===== src/hw/usbfc_map.vh =====
// register offsets, field positions, reset values and timing counts for the usb config bank
`ifndef USBFC_MAP_VH
`define USBFC_MAP_VH

`define ADDR_EXT_INDEX 16'h4038
`define ADDR_EXT_DATA 16'h403A
`define ADDR_INPUT_CTRL 16'h4040
`define ADDR_RSVD_4042 16'h4042
`define ADDR_PIN_STATUS 16'h4044
`define ADDR_IRQ_EN0 16'h4046

`define IDX_STRING_CTRL 8'h08
`define IDX_MAX_CURRENT 8'h09
`define IDX_TOGGLE_CTRL 8'h0A
`define IDX_RSVD_0B 8'h0B
`define IDX_FIFO_CTRL 8'h0C

`define RST_EXT_INDEX 8'h00
`define RST_STRING_CTRL 8'h01
`define RST_MAX_CURRENT 8'hFA
`define RST_TOGGLE_CTRL 8'h00
`define RST_RSVD_0B 8'h00
`define RST_FIFO_CTRL 8'h00
`define RST_INPUT_CTRL 7'h0D
`define RST_PULLUP 1'h0
`define RST_IRQ_EN0 8'h00

`define BIT_STRING_EN 0
`define BIT_EP4_TOGGLE 7
`define BIT_EP3_TOGGLE 6
`define BIT_EP2_TOGGLE 5
`define BIT_EP1_TOGGLE 4
`define BIT_FIFO_VALID_MODE 0
`define BIT_DIFF_RX_EN 6
`define BIT_BULK_MODE 3
`define BIT_WAKE_N 2
`define BIT_ATTACH_STATUS 1
`define BIT_PULLUP 0
`define BIT_IRQ_HOST_CONN 6
`define BIT_IRQ_BUS_RESET 1

// toggle write settles after this many usb function clocks
`define TOGGLE_SETTLE_CYCLES 4'd12
// attach sense must stay steady this long
`define ATTACH_STEADY_MS 500
`define CLK_HZ 40000000
`define ATTACH_STEADY_CYCLES ((`CLK_HZ / 1000) * `ATTACH_STEADY_MS)

`endif


===== src/hw/usb_function_config_regs.v =====
// configuration and control register bank of the usb full-speed function
`timescale 1ns/100ps
`include "usbfc_map.vh"

module usb_function_config_regs #(
    parameter ATTACH_STEADY_CYCLES = `ATTACH_STEADY_CYCLES,
    parameter DEBOUNCE_WIDTH = 25
) (
    input wire CLK,
    input wire SRST,
    input wire [15:0] ADDR,
    input wire WR_EN,
    input wire RD_EN,
    input wire [15:0] WDATA,
    output reg [15:0] RDATA,
    output reg RDATA_VALID,
    input wire HOST_ATTACH_SENSE,
    input wire BUS_RESET_EVENT,
    input wire EP1_TOGGLE_FLIP,
    input wire EP2_TOGGLE_FLIP,
    input wire EP3_TOGGLE_FLIP,
    input wire EP4_TOGGLE_FLIP,
    input wire TX_FIFO_VALID,
    input wire TX_FIFO_HAS_DATA,
    output reg STRING_ENABLE,
    output reg [7:0] MAX_CURRENT,
    output reg [3:0] EP_DATA_TOGGLE,
    output reg TX_EP4_NAK,
    output reg DIFF_RECEIVER_ENABLE,
    output reg BULK_MODE,
    output reg REMOTE_WAKE_REQUEST_N,
    output reg PULLUP_CONTROL_OUTPUT,
    output reg HOST_CONNECTED_EVENT,
    output reg BUS_RESET_EVENT_OUT
);

    // ************************************************
    // register decode
    // ************************************************
    reg [7:0] ext_index_reg;
    reg [7:0] string_ctrl_reg;
    reg [7:0] max_current_reg;
    reg [7:0] toggle_reg;
    reg [7:0] rsvd_0b_reg;
    reg [7:0] fifo_ctrl_reg;
    reg [6:0] input_ctrl_reg;
    reg pullup_reg;
    reg [7:0] irq_en0_reg;

    wire wr_index = WR_EN && (ADDR == `ADDR_EXT_INDEX);
    wire wr_data = WR_EN && (ADDR == `ADDR_EXT_DATA);
    wire wr_str = wr_data && (ext_index_reg == `IDX_STRING_CTRL);
    wire wr_maxc = wr_data && (ext_index_reg == `IDX_MAX_CURRENT);
    wire wr_tog = wr_data && (ext_index_reg == `IDX_TOGGLE_CTRL);
    wire wr_r0b = wr_data && (ext_index_reg == `IDX_RSVD_0B);
    wire wr_fifo = wr_data && (ext_index_reg == `IDX_FIFO_CTRL);
    wire wr_inctl = WR_EN && (ADDR == `ADDR_INPUT_CTRL);
    wire wr_pin = WR_EN && (ADDR == `ADDR_PIN_STATUS);
    wire wr_irqen = WR_EN && (ADDR == `ADDR_IRQ_EN0);

    // ************************************************
    // plain control registers
    // ************************************************
    always @(posedge CLK) begin
        if (SRST) begin
            ext_index_reg <= `RST_EXT_INDEX;
            string_ctrl_reg <= `RST_STRING_CTRL;
            max_current_reg <= `RST_MAX_CURRENT;
            rsvd_0b_reg <= `RST_RSVD_0B;
            fifo_ctrl_reg <= `RST_FIFO_CTRL;
            input_ctrl_reg <= `RST_INPUT_CTRL;
            pullup_reg <= `RST_PULLUP;
            irq_en0_reg <= `RST_IRQ_EN0;
        end else begin
            if (wr_index) begin
                ext_index_reg <= WDATA[7:0];
            end
            if (wr_str) begin
                string_ctrl_reg <= WDATA[7:0];
            end
            // no clamp here: keeping the value at or below FAh is software's job
            if (wr_maxc) begin
                max_current_reg <= WDATA[7:0];
            end
            if (wr_r0b) begin
                rsvd_0b_reg <= WDATA[7:0];
            end
            if (wr_fifo) begin
                fifo_ctrl_reg <= WDATA[7:0];
            end
            if (wr_inctl) begin
                input_ctrl_reg <= WDATA[6:0];
            end
            if (wr_pin) begin
                pullup_reg <= WDATA[`BIT_PULLUP];
            end
            if (wr_irqen) begin
                irq_en0_reg <= WDATA[7:0];
            end
        end
    end

    // ************************************************
    // data toggles
    // ************************************************
    // a software write is parked and lands after the settle delay, so the
    // endpoint engine never sees a toggle change in the middle of a packet
    reg [7:0] toggle_pend_reg;
    reg [3:0] settle_reg;
    wire [3:0] flips = {EP4_TOGGLE_FLIP, EP3_TOGGLE_FLIP, EP2_TOGGLE_FLIP, EP1_TOGGLE_FLIP};
    wire commit = (settle_reg == 4'h1);

    always @(posedge CLK) begin
        if (SRST) begin
            toggle_pend_reg <= `RST_TOGGLE_CTRL;
            settle_reg <= 4'h0;
        end else if (wr_tog) begin
            toggle_pend_reg <= WDATA[7:0];
            // one settle cycle is spent in the read pipe, so a read issued on the
            // twelfth cycle after the write already sees the new value
            settle_reg <= `TOGGLE_SETTLE_CYCLES - 4'h1;
        end else if (settle_reg != 4'h0) begin
            settle_reg <= settle_reg - 4'h1;
        end
    end

    genvar g;
    wire [3:0] toggle_hi_next;
    generate
        for (g = 0; g < 4; g = g + 1) begin : gen_toggle
            // a flip in the commit cycle is lost: the software value wins
            assign toggle_hi_next[g] = commit ? toggle_pend_reg[4 + g]
                : toggle_reg[4 + g] ^ flips[g];
        end
    endgenerate

    // reserved low bits simply hold what was written
    always @(posedge CLK) begin
        if (SRST) begin
            toggle_reg <= `RST_TOGGLE_CTRL;
        end else if (commit) begin
            toggle_reg <= {toggle_hi_next, toggle_pend_reg[3:0]};
        end else begin
            toggle_reg <= {toggle_hi_next, toggle_reg[3:0]};
        end
    end

    // ************************************************
    // attach sense synchroniser and debounce
    // ************************************************
    reg attach_meta_reg;
    reg attach_sync_reg;
    reg attach_prev_reg;
    reg attach_stable_reg;
    reg [DEBOUNCE_WIDTH-1:0] steady_cnt_reg;
    localparam [31:0] STEADY_LAST_FULL = ATTACH_STEADY_CYCLES - 1;
    wire [DEBOUNCE_WIDTH-1:0] steady_last = STEADY_LAST_FULL[DEBOUNCE_WIDTH-1:0];

    always @(posedge CLK) begin
        if (SRST) begin
            attach_meta_reg <= 1'h0;
            attach_sync_reg <= 1'h0;
        end else begin
            attach_meta_reg <= HOST_ATTACH_SENSE;
            attach_sync_reg <= attach_meta_reg;
        end
    end

    always @(posedge CLK) begin
        if (SRST) begin
            attach_prev_reg <= 1'h0;
            attach_stable_reg <= 1'h0;
            steady_cnt_reg <= {DEBOUNCE_WIDTH{1'b0}};
        end else begin
            attach_prev_reg <= attach_sync_reg;
            // status moves only after a full quiet interval, so bounce never reaches software
            if (attach_sync_reg != attach_prev_reg) begin
                steady_cnt_reg <= {DEBOUNCE_WIDTH{1'b0}};
            end else if (steady_cnt_reg != steady_last) begin
                steady_cnt_reg <= steady_cnt_reg + 1'b1;
            end else begin
                attach_stable_reg <= attach_prev_reg;
            end
        end
    end

    // ************************************************
    // connection events
    // ************************************************
    // events are edge pulses gated by the enable; the sticky status bits
    // live in the interrupt status block downstream
    reg stable_d_reg;
    reg bus_reset_d_reg;

    always @(posedge CLK) begin
        if (SRST) begin
            stable_d_reg <= 1'h0;
            bus_reset_d_reg <= 1'h0;
            HOST_CONNECTED_EVENT <= 1'h0;
            BUS_RESET_EVENT_OUT <= 1'h0;
        end else begin
            stable_d_reg <= attach_stable_reg;
            bus_reset_d_reg <= BUS_RESET_EVENT;
            HOST_CONNECTED_EVENT <= attach_stable_reg && !stable_d_reg
                && irq_en0_reg[`BIT_IRQ_HOST_CONN];
            BUS_RESET_EVENT_OUT <= BUS_RESET_EVENT && !bus_reset_d_reg
                && irq_en0_reg[`BIT_IRQ_BUS_RESET];
        end
    end

    // ************************************************
    // outputs to the usb core
    // ************************************************
    always @(posedge CLK) begin
        if (SRST) begin
            STRING_ENABLE <= 1'h0;
            MAX_CURRENT <= 8'h00;
            EP_DATA_TOGGLE <= 4'h0;
            TX_EP4_NAK <= 1'h1;
            DIFF_RECEIVER_ENABLE <= 1'h0;
            BULK_MODE <= 1'h0;
            REMOTE_WAKE_REQUEST_N <= 1'h1;
            PULLUP_CONTROL_OUTPUT <= 1'h0;
        end else begin
            STRING_ENABLE <= string_ctrl_reg[`BIT_STRING_EN];
            MAX_CURRENT <= max_current_reg;
            EP_DATA_TOGGLE <= toggle_reg[7:4];
            if (fifo_ctrl_reg[`BIT_FIFO_VALID_MODE]) begin
                TX_EP4_NAK <= !TX_FIFO_VALID;
            end else begin
                TX_EP4_NAK <= !TX_FIFO_HAS_DATA;
            end
            DIFF_RECEIVER_ENABLE <= input_ctrl_reg[`BIT_DIFF_RX_EN];
            BULK_MODE <= input_ctrl_reg[`BIT_BULK_MODE];
            REMOTE_WAKE_REQUEST_N <= input_ctrl_reg[`BIT_WAKE_N];
            PULLUP_CONTROL_OUTPUT <= pullup_reg;
        end
    end

    // ************************************************
    // read path
    // ************************************************
    reg [7:0] ext_rd;
    reg [15:0] rd_next;

    always @* begin
        case (ext_index_reg)
            `IDX_STRING_CTRL: ext_rd = string_ctrl_reg;
            `IDX_MAX_CURRENT: ext_rd = max_current_reg;
            `IDX_TOGGLE_CTRL: ext_rd = toggle_reg;
            `IDX_RSVD_0B: ext_rd = rsvd_0b_reg;
            `IDX_FIFO_CTRL: ext_rd = fifo_ctrl_reg;
            default: ext_rd = 8'h00;
        endcase
    end

    always @* begin
        case (ADDR)
            `ADDR_EXT_INDEX: rd_next = {8'h00, ext_index_reg};
            `ADDR_EXT_DATA: rd_next = {8'h00, ext_rd};
            `ADDR_INPUT_CTRL: rd_next = {9'h000, input_ctrl_reg};
            `ADDR_PIN_STATUS: rd_next = {14'h0000, attach_stable_reg, pullup_reg};
            `ADDR_IRQ_EN0: rd_next = {8'h00, irq_en0_reg};
            default: rd_next = 16'h0000;
        endcase
    end

    always @(posedge CLK) begin
        if (SRST) begin
            RDATA <= 16'h0000;
            RDATA_VALID <= 1'h0;
        end else begin
            RDATA_VALID <= RD_EN;
            if (RD_EN) begin
                RDATA <= rd_next;
            end
        end
    end

endmodule // usb_function_config_regs


===== config.mk =====
export PLATFORM = sky130hd
export DESIGN_NAME = usb_function_config_regs
export DESIGN_NICKNAME = d
export VERILOG_FILES = /design/src/hw/usb_function_config_regs.v
export VERILOG_INCLUDE_DIRS = /design/src /design/src/hw
export SDC_FILE = /design/constraint.sdc
export NUM_CORES = 1
export LEC_CHECK = 0
export BUFFER_PORTS_ARGS = -buffer_cell sky130_fd_sc_hd__buf_4
export CAP_MARGIN = 20
export CELL_PAD_IN_SITES_DETAIL_PLACEMENT = 0
export CELL_PAD_IN_SITES_GLOBAL_PLACEMENT = 1
export CORE_UTILIZATION = 45
export CTS_CLUSTER_SIZE = 25
export DETAILED_ROUTE_END_ITERATION = 10
export PLACE_DENSITY = 0.82
export SLEW_MARGIN = 20
export SYNTH_ARGS = -nofsm -noshare
export SYNTH_HDL_FRONTEND = slang
export SYNTH_SLANG_ARGS = --single-unit

===== constraint.sdc =====
create_clock -name CLK -period 5.55 [get_ports CLK]
set_input_delay 0.555 -clock CLK [delete_from_list [all_inputs] [get_ports CLK]]
set_output_delay 0.555 -clock CLK [all_outputs]
set_load 0.01 [all_outputs]

==> impl_metrics.toml <==
[cts]
post_cts_resize_count = 0
ctsHtreeMaxLevel = 4
cts_setup_buffers = 0
tritoncts = "yes"
cts_buffer_depth = 2
clkSinkCount = 136
cts_made_buffers = 17
clk_latency_ns = 0.42
path_clk_slew_ns = 0.05
cts-root-buf = "clkbuf_16"
postCtsHoldBufs = 0

[setup_path]
critPathMaxFanout = 12
crit_path_end_kind = "flop"
r2r_end = "fifo_ctrl_reg[2]"
start_kind = "input pin"
arrival_ns = 2.93
required_ns = 5.83
crit_type = "input pin to flop"
rrSetupSlack_ns = 2.94
worstRegToRegCells = 5
worstReg2RegStart = "ext_index_reg[2]"

[place]
gp_congestion = 0.833
placed_area_um2 = 6380
port_buffers = 64
dp_hpwl_um = 9230
dpl.cell_count = 827

[timing]
period_needed_ns = 2.65
fin_setup_tns_ns = 0
finalSetupViolCount = 0
drv_slew = 0
hold_viol_final = 0
whs_ns = 0.353
fmax_mhz = 377
min_period_over_period_pct = 47.8
worst_slew_pin_slew_ns = 0.983
skew_ns = 0.00471
rsz0062_at_grt = "no"
relSlewSlack_pct = 34.0

[drt]
dr.first_iter.drc_count = 298
wl_per_cell_um = 15.8
wl_um = 13600
vias = 4629
drtPass1Iterations = 5
drcViolationCount = 0
antenna_left = 0
vias_per_cell = 5.39

[final_layout]
area_growth_syn_to_layout_pct = 18.7
diodes = 0
layout-drive-gt1-share_pct = 16.7
fin_cells = 859
fillers = 1152
design_area_um2 = 6970
largest_reg_flops = 25
fin_nets = 719

[synth]
synth_ff_type = "dfxtp_1"
synth_cells = 628
avgSynthCellArea_um2 = 9.35
ys_seq_area_share_pct = 46.4
netlist_top_cells_area = "dfxtp_1, mux2i_1, nor2_1, nor4_4, nand2_1"
synth_cell_types = 60
yosysWarnings = 0
netlist_area_um2 = 5870
synthTopCellsByCount = "dfxtp_1, nor2_1, mux2i_1, nand2_1, clkbuf_1"
yosysMostFrequentCell = "dfxtp_1"
yosys.area.top_type = "dfxtp_1"
synth_top_area_share_pct = 46.4
async_reset_ff_share_pct = 0
ys_ff_latch = 136
synth_edf_count = 0

[die]
dieArea_um2 = 13500
ios = 81
dieWidth_um = 116
num_rows = 41
fp.dieH_um = 116
start_util_pct = 46.3
core_area_um2 = 12700

[run]
max_cap_violations = 0

[status]
status = "complete, no violations"

[min_path]
min_path_cells = 2
hold_start = "HOST_ATTACH_SENSE"
min_to = "attach_meta_reg"
min_path_type = "input pin to flop"

[power]
p_total_uw = 2210
ir_drop_mv = 0.201
power_leakage_uw = 0.00279
p_per_area_nw_per_um2 = 318

[global_routing]
antenna_found_initial = 0
grt_pass1_wl_um = 22000
grt_max_degree = 68
overflow = 0
grt_pass1_vias = 4365
grt_usage_pct = 21.5
[power by group]
part,internal (µW),switching [µW],total [µW]
logic,39.6,55.9,95.6
registers,989,7.84,997
clock network,707,412,1120
[metal layers]
metal / GRT usage [%] / share of wire (%) / vias up
li1: - / - / 2267
met1: 27.2 / 45 / 2209
met2: 35.5 / 48 / 124
met3: 5.03 / 4.5 / 29
met4: 8.55 / 2.1 / 0
met5: 0 / 0 / -
[cells by family after synthesis]
logic type	synth area share, %
xor+xnor	2.84
simple gates	22.7
flops	46.4
mux	13.0
buf+inv	4.92
fa+ha+maj	0.213
compound gates	9.81
other cells	0.0639
[area by class of cell]
| type | count | area (µm²) | area share (%) |
|---|---|---|---|
| multi-input combinational | 437 | 2880 | 41.4 |
| tap | 172 | 215 | 3.09 |
| clock buffer | 25 | 495 | 7.11 |
| sequential | 136 | 2720 | 39.1 |
| timing repair buffer | 66 | 495 | 7.11 |
| inverter | 16 | 60.1 | 0.862 |
| clock inverter | 7 | 91.3 | 1.31 |
[critical path, stage by stage]
cell	delay (ns)
buf_4	0.12
nor4_4	0.33
nand3_1	0.55
nor4_4	1.04
mux2i_1	0.26
nor2_1	0.06
[stage by stage]
| stage | utilization (%) | worst slack (ns) |
|---|---|---|
| finish | 55.0 | 2.90 |
| CTS | 55.0 | 2.90 |
| floorplan | - | 3.37 |
| global route | 55.0 | 2.72 |
| detailed placement | 50.3 | 2.48 |
| global placement | 50.3 | 2.52 |
[worst max-delay path by stage]
| stage | slack, ns | cells past startpoint | from | end |
|---|---|---|---|---|
| 2_1_floorplan | 3.37 | 7 | ADDR[2] | string_ctrl_reg[0] |
| 4_1_cts | 2.90 | 6 | ADDR[10] | toggle_pend_reg[7] |
| 3_5_place_dp | 2.48 | 6 | ADDR[10] | toggle_pend_reg[7] |
| 3_3_place_gp | 2.52 | 6 | ADDR[10] | toggle_pend_reg[0] |
| 6_report | 2.90 | 6 | ADDR[10] | toggle_pend_reg[4] |
| 5_1_grt | 2.72 | 6 | ADDR[10] | toggle_pend_reg[5] |
[layout by cell type, fill, tap and decap left out, drive strengths merged, types with 11 or more instances in the layout]
master / netlist / routed
xor2: 13 / 13
a22oi: 11 / 11
nor4: 13 / 13
mux2i: 72 / 72
nor2: 103 / 103
clkbuf: 27 / 25
nor2b: 17 / 17
nand3: 21 / 21
o21ai: 20 / 20
buf: 19 / 66
a21oi: 14 / 14
dfxtp: 136 / 136
inv: 16 / 16
nand2: 35 / 35
Note: power is estimated with default switching activity, not from simulation.
